## src/odc_map.svh

```systemverilog
// Register offsets, command codes, span codes and reset values
`ifndef ODC_MAP_SVH
`define ODC_MAP_SVH

// Command field codes
`define ODC_CMD_WR_N 4'h0
`define ODC_CMD_UPD_N 4'h1
`define ODC_CMD_WR_N_UPD_ALL 4'h2
`define ODC_CMD_WR_UPD_N 4'h3
`define ODC_CMD_PD_N 4'h4
`define ODC_CMD_PD_CHIP 4'h5
`define ODC_CMD_SPAN_N 4'h6
`define ODC_CMD_CONFIG 4'h7
`define ODC_CMD_WR_ALL 4'h8
`define ODC_CMD_UPD_ALL 4'h9
`define ODC_CMD_WR_UPD_ALL 4'ha
`define ODC_CMD_MUX 4'hb
`define ODC_CMD_TSEL 4'hc
`define ODC_CMD_GTOG 4'hd
`define ODC_CMD_SPAN_ALL 4'he
`define ODC_CMD_NOP 4'hf

// Span codes
`define ODC_SPAN_U5 3'h0
`define ODC_SPAN_U10 3'h1
`define ODC_SPAN_B5 3'h2
`define ODC_SPAN_B10 3'h3
`define ODC_SPAN_B2P5 3'h4

// Reset values
`define ODC_CODE_ZERO 16'h0000
`define ODC_CODE_MID 16'h8000
`define ODC_STRAP_SOFT 3'h7
`define ODC_MUX_OFF 5'h00
`define ODC_INIT_CYCLES 3'h5

// Register byte offsets and response codes on the bus
`define ODC_REG_STATUS 12'h000
`define ODC_REG_TOGGLE 12'h004
`define ODC_REG_CMD 12'h008
`define ODC_REG_LAST 12'h00c
`define ODC_REG_CHAN 12'h020
`define ODC_RESP_OK 2'h0
`define ODC_RESP_ERR 2'h2

`endif

```

## src/odc_pkg.sv

```systemverilog
// Types shared by the converter control block
package odc_pkg;

  // Active state of one channel
  typedef struct packed {
    logic [15:0] code;
    logic [2:0] span;
    logic on;
  } odc_chan_t;

  // One instruction word: command, channel address, data
  typedef struct packed {
    logic [3:0] cmd;
    logic [3:0] addr;
    logic [15:0] data;
  } odc_word_t;

  // Start-up sequence
  typedef enum logic [1:0] {
    ODC_INIT_WAIT,
    ODC_INIT_LOAD,
    ODC_RUN
  } odc_init_t;

endpackage : odc_pkg

```

## src/odc_sync.sv

```systemverilog
// Three-flop pin synchroniser with agreement filter
`timescale 1ns/1ps
module odc_sync #(
  parameter int W = 1,
  parameter logic [W-1:0] INIT = '0
) (
  // Clock and reset
  input wire logic aclk,
  input wire logic aresetn,
  // Pin side and filtered level
  input wire logic [W-1:0] d,
  output logic [W-1:0] f
);

  logic [W-1:0] s1;
  logic [W-1:0] s2;
  logic [W-1:0] s3;

  // =========================================
  // Synchroniser chain
  // First stage is read only by the second stage
  always_ff @(posedge aclk)
  begin
    if (!aresetn)
    begin
      s1 <= INIT;
      s2 <= INIT;
      s3 <= INIT;
    end
    else
    begin
      s1 <= d;
      s2 <= s1;
      s3 <= s2;
    end
  end

  // =========================================
  // Filter: a change counts once stages two and three agree
  genvar i;
  generate
    for (i = 0; i < W; i++)
    begin : g_bit
      always_ff @(posedge aclk)
      begin
        if (!aresetn)
          f[i] <= INIT[i];
        else if (s2[i] == s3[i])
          f[i] <= s3[i];
      end
    end
  endgenerate

endmodule : odc_sync

```

## src/odc_shift.sv

```systemverilog
// Serial shift register framed by the load/select line
`timescale 1ns/1ps
module odc_shift (
  // Clock and reset
  input wire logic aclk,
  input wire logic aresetn,
  // Filtered serial pins
  input wire logic sck,
  input wire logic sdi,
  input wire logic load_select_n,
  // Received word
  output logic word_valid,
  output odc_pkg::odc_word_t word
);

  logic [31:0] sreg;
  logic sck_q;
  logic cs_q;

  // =========================================
  // Edge history of the serial clock and frame line
  always_ff @(posedge aclk)
  begin
    if (!aresetn)
    begin
      sck_q <= 1'b0;
      cs_q <= 1'b1;
    end
    else
    begin
      sck_q <= sck;
      cs_q <= load_select_n;
    end
  end

  // Shift MSB first on each clock rise inside the frame
  always_ff @(posedge aclk)
  begin
    if (!aresetn)
      sreg <= 32'h0000_0000;
    else if (!load_select_n && sck && !sck_q)
      sreg <= {sreg[30:0], sdi}; // RULE1 RULE2
  end

  // Frame end: keep only the last 24 bits, so a 32-bit word drops its lead byte
  always_ff @(posedge aclk)
  begin
    if (!aresetn)
    begin
      word_valid <= 1'b0;
      word <= '0;
    end
    else
    begin
      word_valid <= load_select_n && !cs_q; // RULE5
      if (load_select_n && !cs_q)
        word <= sreg[23:0]; // RULE24 RULE6
    end
  end

endmodule : odc_shift

```

## src/odc_top.sv

```systemverilog
// Octal converter control: serial command decode, channel registers, bus slave
//
// Function
// RULE1: Shift SDI on SCK rise while select low
// RULE2: Word is command, address, data, MSB first
// RULE3: Address 0 to 7 selects channel 0 to 7
// RULE4: Twelve-bit variant keeps top twelve data bits
// RULE5: Select rising edge ends and executes word
// RULE6: Optional 32-bit word with eight leading ignored bits
// RULE7: Codes are unsigned straight binary
// RULE8: Writes touch holding registers only
// RULE9: Two code holding registers, default and alternate
// RULE10: Update copies holding to active, powers up
// RULE11: Update copies code and span together
// RULE12: Update from command, update pin, or toggle
// RULE13: Span codes select five output ranges
// RULE14: Span write commands, one channel or all
// RULE15: All straps high: software range, zero 5V
// RULE16: Strap codes fix range and reset code
// RULE17: Monitor command latches five-bit select
// RULE18: Monitor select resets to disabled
// RULE19: Toggle select register, eight bits, reset zero
// RULE20: Toggle uses select bits, global bit, pin
// RULE21: Unused toggling: pin low, select bits zero
// RULE22: Toggle select command steers writes to alternate
// RULE23: Toggle edges update from default or alternate
// RULE24: Decode last 24 bits at frame end
// RULE25: Span writes only in software range mode
`include "odc_map.svh"
`timescale 1ns/1ps
module odc_top #(
  parameter int CODE_BITS = 16,
  parameter int CHANNELS = 8
) (
  // Clock and reset
  input wire logic aclk,
  input wire logic aresetn,
  // Serial pins
  input wire logic sck,
  input wire logic sdi,
  input wire logic load_select_n,
  // Update, toggle and strap pins
  input wire logic async_update_n,
  input wire logic toggle_pin,
  input wire logic [2:0] range_strap_pins,
  // Channel and monitor state
  output odc_pkg::odc_chan_t [CHANNELS-1:0] chan_out,
  output logic [4:0] monitor_select,
  output logic chip_powered_down,
  // AXI4-Lite write address and data
  input wire logic [11:0] s_axi_awaddr,
  input wire logic s_axi_awvalid,
  output logic s_axi_awready,
  input wire logic [31:0] s_axi_wdata,
  input wire logic [3:0] s_axi_wstrb,
  input wire logic s_axi_wvalid,
  output logic s_axi_wready,
  // AXI4-Lite write response
  output logic [1:0] s_axi_bresp,
  output logic s_axi_bvalid,
  input wire logic s_axi_bready,
  // AXI4-Lite read
  input wire logic [11:0] s_axi_araddr,
  input wire logic s_axi_arvalid,
  output logic s_axi_arready,
  output logic [31:0] s_axi_rdata,
  output logic [1:0] s_axi_rresp,
  output logic s_axi_rvalid,
  input wire logic s_axi_rready
);

  // =========================================
  // Pin synchronisers
  logic sck_f;
  logic sdi_f;
  logic cs_f;
  logic upd_f;
  logic tgp_f;
  logic [2:0] strap_f;
  logic ser_valid;
  odc_pkg::odc_word_t ser_word;

  odc_sync #(.W(8), .INIT(8'hfc)) u_sync (
    .aclk(aclk),
    .aresetn(aresetn),
    .d({range_strap_pins, load_select_n, async_update_n, toggle_pin, sdi, sck}),
    .f({strap_f, cs_f, upd_f, tgp_f, sdi_f, sck_f})
  );

  odc_shift u_shift (
    .aclk(aclk),
    .aresetn(aresetn),
    .sck(sck_f),
    .sdi(sdi_f),
    .load_select_n(cs_f),
    .word_valid(ser_valid),
    .word(ser_word)
  );

  // =========================================
  // Start-up: straps are caught after reset release, once synchronised
  odc_pkg::odc_init_t init_state;
  logic [2:0] init_cnt;
  logic soft_mode;
  logic [2:0] strap_span;
  logic [15:0] strap_code;

  always_ff @(posedge aclk)
  begin
    if (!aresetn)
    begin
      init_state <= odc_pkg::ODC_INIT_WAIT;
      init_cnt <= `ODC_INIT_CYCLES;
    end
    else
    begin
      case (init_state)
        odc_pkg::ODC_INIT_WAIT:
        begin
          init_cnt <= init_cnt - 3'h1;
          if (init_cnt == 3'h1)
            init_state <= odc_pkg::ODC_INIT_LOAD;
        end
        odc_pkg::ODC_INIT_LOAD: init_state <= odc_pkg::ODC_RUN;
        odc_pkg::ODC_RUN: init_state <= odc_pkg::ODC_RUN;
        default: init_state <= odc_pkg::ODC_INIT_WAIT;
      endcase
    end
  end

  wire init_load = (init_state == odc_pkg::ODC_INIT_LOAD);
  wire running = (init_state == odc_pkg::ODC_RUN);

  // Strap decode: range and reset code
  always_comb
  begin
    strap_code = `ODC_CODE_MID; // RULE16
    case (strap_f)
      3'h0: strap_span = `ODC_SPAN_B10;
      3'h1: strap_span = `ODC_SPAN_B5;
      3'h2: strap_span = `ODC_SPAN_B2P5;
      3'h3:
      begin
        strap_span = `ODC_SPAN_U10;
        strap_code = `ODC_CODE_ZERO;
      end
      3'h4: strap_span = `ODC_SPAN_U10;
      3'h5:
      begin
        strap_span = `ODC_SPAN_U5;
        strap_code = `ODC_CODE_ZERO;
      end
      3'h6: strap_span = `ODC_SPAN_U5;
      default:
      begin
        strap_span = `ODC_SPAN_U5; // RULE15
        strap_code = `ODC_CODE_ZERO;
      end
    endcase
  end

  // Range mode is fixed once at start-up
  always_ff @(posedge aclk)
  begin
    if (!aresetn)
      soft_mode <= 1'b1;
    else if (init_load)
      soft_mode <= (strap_f == `ODC_STRAP_SOFT); // RULE15
  end

  // =========================================
  // Command source: serial frames win, the bus port waits a cycle
  logic bus_cmd;
  logic [23:0] bus_word;
  wire exec = running && (ser_valid || bus_cmd);
  odc_pkg::odc_word_t w;
  assign w = ser_valid ? ser_word : odc_pkg::odc_word_t'(bus_word);

  // Code field: variant keeps the leading bits, trailing bits ignored
  localparam logic [15:0] CODE_MASK = 16'hffff << (16 - CODE_BITS);
  wire [15:0] wcode = w.data & CODE_MASK; // RULE4 RULE7

  // Address decode, out-of-range address selects nothing
  logic [CHANNELS-1:0] addr_sel;
  always_comb
  begin
    addr_sel = '0;
    if (w.addr < 4'(CHANNELS))
      addr_sel[w.addr[2:0]] = 1'b1; // RULE3
  end

  wire c_wr_n = exec && (w.cmd == `ODC_CMD_WR_N || w.cmd == `ODC_CMD_WR_N_UPD_ALL
    || w.cmd == `ODC_CMD_WR_UPD_N);
  wire c_wr_all = exec && (w.cmd == `ODC_CMD_WR_ALL || w.cmd == `ODC_CMD_WR_UPD_ALL);
  wire c_up_n = exec && (w.cmd == `ODC_CMD_UPD_N || w.cmd == `ODC_CMD_WR_UPD_N);
  wire c_up_all = exec && (w.cmd == `ODC_CMD_UPD_ALL || w.cmd == `ODC_CMD_WR_N_UPD_ALL
    || w.cmd == `ODC_CMD_WR_UPD_ALL);
  wire c_sp_n = exec && soft_mode && w.cmd == `ODC_CMD_SPAN_N; // RULE14 RULE25
  wire c_sp_all = exec && soft_mode && w.cmd == `ODC_CMD_SPAN_ALL; // RULE14 RULE25
  wire c_pd_n = exec && w.cmd == `ODC_CMD_PD_N;
  wire c_pd_chip = exec && w.cmd == `ODC_CMD_PD_CHIP;

  // =========================================
  // Toggle control
  logic [CHANNELS-1:0] toggle_select_reg;
  logic global_toggle_bit;
  logic tog_q;
  logic upd_q;
  wire tog_lvl = global_toggle_bit && tgp_f; // RULE20
  wire tog_rise = running && tog_lvl && !tog_q;
  wire tog_fall = running && !tog_lvl && tog_q;
  wire pin_upd = running && !upd_f && upd_q;

  // Toggle select, global bit and monitor select commands
  always_ff @(posedge aclk)
  begin
    if (!aresetn)
    begin
      toggle_select_reg <= '0; // RULE19 RULE21
      global_toggle_bit <= 1'b0;
      monitor_select <= `ODC_MUX_OFF; // RULE18
    end
    else if (exec)
    begin
      if (w.cmd == `ODC_CMD_TSEL)
        toggle_select_reg <= w.data[CHANNELS-1:0]; // RULE22
      if (w.cmd == `ODC_CMD_GTOG)
        global_toggle_bit <= w.data[0];
      if (w.cmd == `ODC_CMD_MUX)
        monitor_select <= w.data[4:0]; // RULE17
    end
  end

  // Edge history of the toggle level and update pin
  always_ff @(posedge aclk)
  begin
    if (!aresetn)
    begin
      tog_q <= 1'b0;
      upd_q <= 1'b1;
    end
    else
    begin
      tog_q <= tog_lvl;
      upd_q <= upd_f;
    end
  end

  // =========================================
  // Per-channel double-buffered registers
  logic [CHANNELS-1:0] upd_any;
  genvar i;
  generate
    for (i = 0; i < CHANNELS; i++)
    begin : g_ch
      logic [15:0] code_a;
      logic [15:0] code_b;
      logic [2:0] span_in;
      logic [15:0] next_a;
      logic [15:0] next_b;
      logic [2:0] next_span;
      logic wr;
      logic tog_upd;
      logic use_b;

      assign wr = c_wr_all || (c_wr_n && addr_sel[i]);
      assign tog_upd = toggle_select_reg[i] && (tog_rise || tog_fall); // RULE23
      assign upd_any[i] = c_up_all || (c_up_n && addr_sel[i]) || pin_upd || tog_upd; // RULE12
      // Toggle edge picks its register; otherwise select bit and level decide
      assign use_b = tog_upd ? tog_rise : (toggle_select_reg[i] && tog_lvl); // RULE20
      // Same-word write then update sees the new value
      assign next_a = (wr && !toggle_select_reg[i]) ? wcode : code_a; // RULE9
      assign next_b = (wr && toggle_select_reg[i]) ? wcode : code_b; // RULE22
      assign next_span = (c_sp_all || (c_sp_n && addr_sel[i])) ? w.data[2:0] : span_in; // RULE13

      // Holding registers: writes never reach the active side
      always_ff @(posedge aclk)
      begin
        if (!aresetn)
        begin
          code_a <= `ODC_CODE_ZERO;
          code_b <= `ODC_CODE_ZERO;
          span_in <= `ODC_SPAN_U5;
        end
        else if (init_load)
        begin
          code_a <= strap_code & CODE_MASK;
          code_b <= strap_code & CODE_MASK;
          span_in <= strap_span;
        end
        else
        begin
          code_a <= next_a; // RULE8
          code_b <= next_b; // RULE8
          span_in <= next_span; // RULE8
        end
      end

      // Active registers: code and span copied together on update
      always_ff @(posedge aclk)
      begin
        if (!aresetn)
          chan_out[i] <= '0;
        else if (init_load)
        begin
          chan_out[i].code <= strap_code & CODE_MASK; // RULE16
          chan_out[i].span <= strap_span;
          chan_out[i].on <= 1'b1;
        end
        else if (upd_any[i])
        begin
          chan_out[i].code <= use_b ? next_b : next_a; // RULE10 RULE11
          chan_out[i].span <= next_span; // RULE11
          chan_out[i].on <= 1'b1; // RULE10
        end
        else if (c_pd_chip || (c_pd_n && addr_sel[i]))
          chan_out[i].on <= 1'b0;
      end
    end
  endgenerate

  // Chip power-down clears on any channel update
  always_ff @(posedge aclk)
  begin
    if (!aresetn)
      chip_powered_down <= 1'b0;
    else if (|upd_any)
      chip_powered_down <= 1'b0; // RULE10
    else if (c_pd_chip)
      chip_powered_down <= 1'b1;
  end

  // Last executed word, for software to inspect
  logic [23:0] last_word;
  always_ff @(posedge aclk)
  begin
    if (!aresetn)
      last_word <= 24'h00_0000;
    else if (exec)
      last_word <= w;
  end

  // =========================================
  // AXI4-Lite slave: address and data taken together, one cycle answer
  wire wr_take = s_axi_awvalid && s_axi_wvalid && !s_axi_bvalid && running
    && !ser_valid && !bus_cmd;
  assign s_axi_awready = wr_take;
  assign s_axi_wready = wr_take;
  wire wr_is_cmd = (s_axi_awaddr[11:2] == `ODC_REG_CMD >> 2);

  // Command register: a write with the low three byte strobes set is executed like a serial frame
  always_ff @(posedge aclk)
  begin
    if (!aresetn)
    begin
      bus_cmd <= 1'b0;
      bus_word <= 24'h00_0000;
    end
    else
    begin
      // A command that meets a serial word stays pending one more cycle, so it is not lost
      bus_cmd <= (bus_cmd && ser_valid) || (wr_take && wr_is_cmd && (s_axi_wstrb[2:0] == 3'h7));
      if (wr_take && wr_is_cmd)
        bus_word <= s_axi_wdata[23:0];
    end
  end

  // Write response
  always_ff @(posedge aclk)
  begin
    if (!aresetn)
    begin
      s_axi_bvalid <= 1'b0;
      s_axi_bresp <= `ODC_RESP_OK;
    end
    else if (wr_take)
    begin
      s_axi_bvalid <= 1'b1;
      s_axi_bresp <= wr_is_cmd ? `ODC_RESP_OK : `ODC_RESP_ERR;
    end
    else if (s_axi_bready)
      s_axi_bvalid <= 1'b0;
  end

  // Read decode
  logic [31:0] rd_data;
  logic rd_ok;
  wire [11:0] ra = s_axi_araddr;
  wire [11:0] ch_off = ra - `ODC_REG_CHAN;
  always_comb
  begin
    rd_data = 32'h0000_0000;
    rd_ok = 1'b1;
    if (ra[11:2] == `ODC_REG_STATUS >> 2)
      rd_data = {22'h0, soft_mode, chip_powered_down, ~{chan_out[7].on, chan_out[6].on,
        chan_out[5].on, chan_out[4].on, chan_out[3].on, chan_out[2].on,
        chan_out[1].on, chan_out[0].on}};
    else if (ra[11:2] == `ODC_REG_TOGGLE >> 2)
      rd_data = {18'h0, global_toggle_bit, monitor_select, toggle_select_reg};
    else if (ra[11:2] == `ODC_REG_LAST >> 2)
      rd_data = {8'h00, last_word};
    else if (ra >= `ODC_REG_CHAN && ch_off[11:2] < 10'(CHANNELS))
      rd_data = {12'h000, chan_out[ch_off[4:2]]};
    else
      rd_ok = 1'b0;
  end

  assign s_axi_arready = !s_axi_rvalid;

  // Read answer one cycle after the address is taken
  always_ff @(posedge aclk)
  begin
    if (!aresetn)
    begin
      s_axi_rvalid <= 1'b0;
      s_axi_rdata <= 32'h0000_0000;
      s_axi_rresp <= `ODC_RESP_OK;
    end
    else if (s_axi_arvalid && !s_axi_rvalid)
    begin
      s_axi_rvalid <= 1'b1;
      s_axi_rdata <= rd_data;
      s_axi_rresp <= rd_ok ? `ODC_RESP_OK : `ODC_RESP_ERR;
    end
    else if (s_axi_rready)
      s_axi_rvalid <= 1'b0;
  end

endmodule : odc_top

```

## config.mk

```make
export PLATFORM = sky130hd
export DESIGN_NAME = odc_top
export DESIGN_NICKNAME = d
export VERILOG_FILES = /design/src/odc_pkg.sv /design/src/odc_sync.sv /design/src/odc_shift.sv /design/src/odc_top.sv
export VERILOG_INCLUDE_DIRS = /design/src
export SDC_FILE = /design/constraint.sdc
export NUM_CORES = 1
export LEC_CHECK = 0
export BUFFER_PORTS_ARGS = -buffer_cell sky130_fd_sc_hd__clkbuf_2
export CELL_PAD_IN_SITES_DETAIL_PLACEMENT = 0
export CELL_PAD_IN_SITES_GLOBAL_PLACEMENT = 1
export CORE_ASPECT_RATIO = 1.2
export CORE_UTILIZATION = 49
export DETAILED_ROUTE_END_ITERATION = 6
export HOLD_SLACK_MARGIN = 0.06
export PLACE_DENSITY_LB_ADDON = 0.1
export SYNTH_ARGS = -nofsm -noshare
export SYNTH_HDL_FRONTEND = slang
export SYNTH_SLANG_ARGS = --single-unit
```

## constraint.sdc

```tcl
create_clock -name aclk -period 7 [get_ports aclk]
set_input_delay 0.7 -clock aclk [delete_from_list [all_inputs] [get_ports aclk]]
set_output_delay 0.7 -clock aclk [all_outputs]
set_load 0.05 [all_outputs]
```

==> reports/qor.yml <==
cells_and_area:
  design_area_um2: 33300
  diodes: 0
  fin_util: 0.567
  final_layout_size_suffix_gt1_frac: 0.175
  top_regs: "chan_out (160), g_ch.code_a (128), g_ch.code_b (128)"
  largest_register_ffs: 160
  layout.cells.non_filler: 4321
  fillCellCount: 5474
  largest_register: "chan_out"
  area.growth.synth_to_final_pct: 13.5
  nets: 3561
worst_setup_path:
  start_kind: "flop"
  cp_slowest_stage_delay_ns: 0.93
  crit_arrival_ns: 5.29
  path_buf_inv: 2
  critPathCaptureType: "flop"
  cp_top_family: "simple AND/OR/NAND/NOR gates"
  worst_path_max_delay_cell: "and2b_1"
  path_cells: "inv_1 > ha_1 > o21a_2 > nand4_2 > o31ai_4 > buf_4 > and2b_1 > nand2_1 > a32o_1"
  cp.required_ns: 7.49
  worst-setup-path-type: "flop to flop"
  critPathMaxFanout: 52
logic_synthesis:
  ys_types: 90
  async_flop_share: 0
  synthesis.area_um2: 29300
  yosys_most_used_dff: "dfxtp_1"
  yosys.area.top_type: "dfxtp_1"
  yosysSeqAreaShare: 0.425
  yosys_warnings: 0
  syn-mean-instance-area_um2: 8.56
  postSynthCellCount: 3426
  synth_common_cells: "623 x dfxtp_1, 492 x nor2_1, 260 x nand2_1"
  synth_area_leaders: "dfxtp_1 43%, a211oi_1 6.6%, nor2_1 6.3%"
  synth_top_cell_area_share: 0.425
  synth_edf_count: 0
  synth-seq-cells: 623
  yosysMostFrequentCell: "dfxtp_1"
timing:
  timing.final.crit_share: 0.685
  finalHoldViolations: 0
  tightest_slew_ns: 1.26
  slew_headroom: 0.157
  fin_crit_ns: 4.80
  fmax_ghz: 0.208
  finalSetupViolations: 0
  rsz0062_at_grt: "no"
  fin_skew_ns: 0.0253
  drv_slew: 0
  fin_setup_tns_ns: 0
drt:
  m1WireLength_um: 45800
  drtAntennaViolNets: 0
  drtIter0Drc: 2853
  routed_via_density: 6.53
  route.met3.wl_um: 10600
  firstDrtPassIters: 6
  vias: 28206
  drc: 0
  top_layer: "met5"
  wl_met2_um: 51800
  routed_wl_um: 118000
  routedWlPerCell_um: 27.3
placement:
  dp.final_hpwl_um: 78200
  gp_congestion: 0.958
  place_area_um2: 31000
  dp.cells: 4201
  port_buffers: 258
cts:
  cts_inserted_buffers: 68
  clkLatencyLatePin_ns: 0.62
  clockBufferDepth: 3
  cts_setup_buffers: 0
  cts_max_level: 3
  ctsResizeCount: 0
  clk_pin_slew_ns: 0.06
  cts-root-buf: "clkbuf_16"
  hold_buffers: 0
  clock-sinks: 623
  cts_tree: "built"
global_route:
  antenna_found_initial: 4
  grt_pass1_vias: 26033
  grt-ovfl-total: 0
  grt_max_degree: 107
  grt.total_usage: 0.379
  grt_pass1_wl_um: 172000
job:
  cap_viol_max_count: 0
floorplan:
  dieArea_um2: 60800
  core_area_um2: 58700
  fp.dieH_um: 270
  num_rows: 97
  io_pins: 282
  start_util: 0.499
  die_w_um: 225
power:
  powerDensity_nw_per_um2: 256
  ir_worst_vdd_uv: 158
  p_leak_uw: 0.0115
worst_hold_path:
  hold_path.class: "input port to flop"
outcome:
  status: "finished clean"
per-layer routing:
metal | vias up | global-route usage
li1 | 12698 | -
met1 | 13561 | 0.474
met2 | 1565 | 0.580
met3 | 378 | 0.0678
met4 | 4 | 0.290
met5 | - | 0
cells in the final DEF (no fill, tap or decap), types with 71 or more instances in the layout:
master,count
o21ai_0,258
a211oi_1,257
nand3_1,78
nand2_1,259
dfxtp_1,622
nor2_1,491
clkbuf_16,71
clkbuf_2,257
a21oi_1,191
buf_4,83
worst reg2reg max path: cells and delay by family (launching register included):
kind                     cells  cell delay, ns
buffers and inverters        2            0.51
AND/OR/NAND/NOR              3            2.07
AO/OA/AOI/OAI                3            1.42
flip-flops                   1            0.32
adder cells (fa/ha/maj)      1            0.38
kinds of logic after synthesis:
logic type / after synthesis / synth area share
AO/OA/AOI/OAI: 1138 / 0.267
AND/OR/NAND/NOR: 1086 / 0.166
flip-flops: 623 / 0.425
buffers and inverters: 395 / 0.0575
multiplexers: 174 / 0.0802
adder cells (fa/ha/maj): 7 / 0.00299
XOR/XNOR: 2 / 0.000597
other: 1 / 0.000128
stage by stage:
stage	hold WS (ns)	setup WS, ns	power [µW]
final	0.277	2.20	8510
after global routing	0.274	1.85	8740
after CTS	0.252	2.21	8510
after detailed placement	0.395	2.25	4790
after global placement	0.394	2.37	4780
after floorplan	0.386	3.54	4490
power breakdown:
part           switching (µW)  internal, µW
sequential               93.6          3640
clock                    1520          2260
combinational             768           235
path summary, 6_finish.rpt:
path | startpoint | endpoint | slack [ns] | depth (start not counted)
max | init_state[0] | chan_out[45] | 2.20 | 9
min | range_strap_pins[0] | u_sync.s1[5] | 0.28 | 2
max reg2reg | init_state[0] | chan_out[45] | 2.20 | 9
min reg2reg | u_sync.s1[2] | u_sync.s2[2] | 0.41 | 1
final cells by class:
class,count,area [µm²],area share
multi-input cells,2417,15500,0.465
repair buffers,341,1910,0.0575
well taps,792,991,0.0298
inverters,28,110,0.00331
flip-flops and latches,623,12500,0.375
clock buffers,104,2070,0.0622
clock inverters,16,244,0.00733
Note: power is estimated with default switching activity, not from simulation.
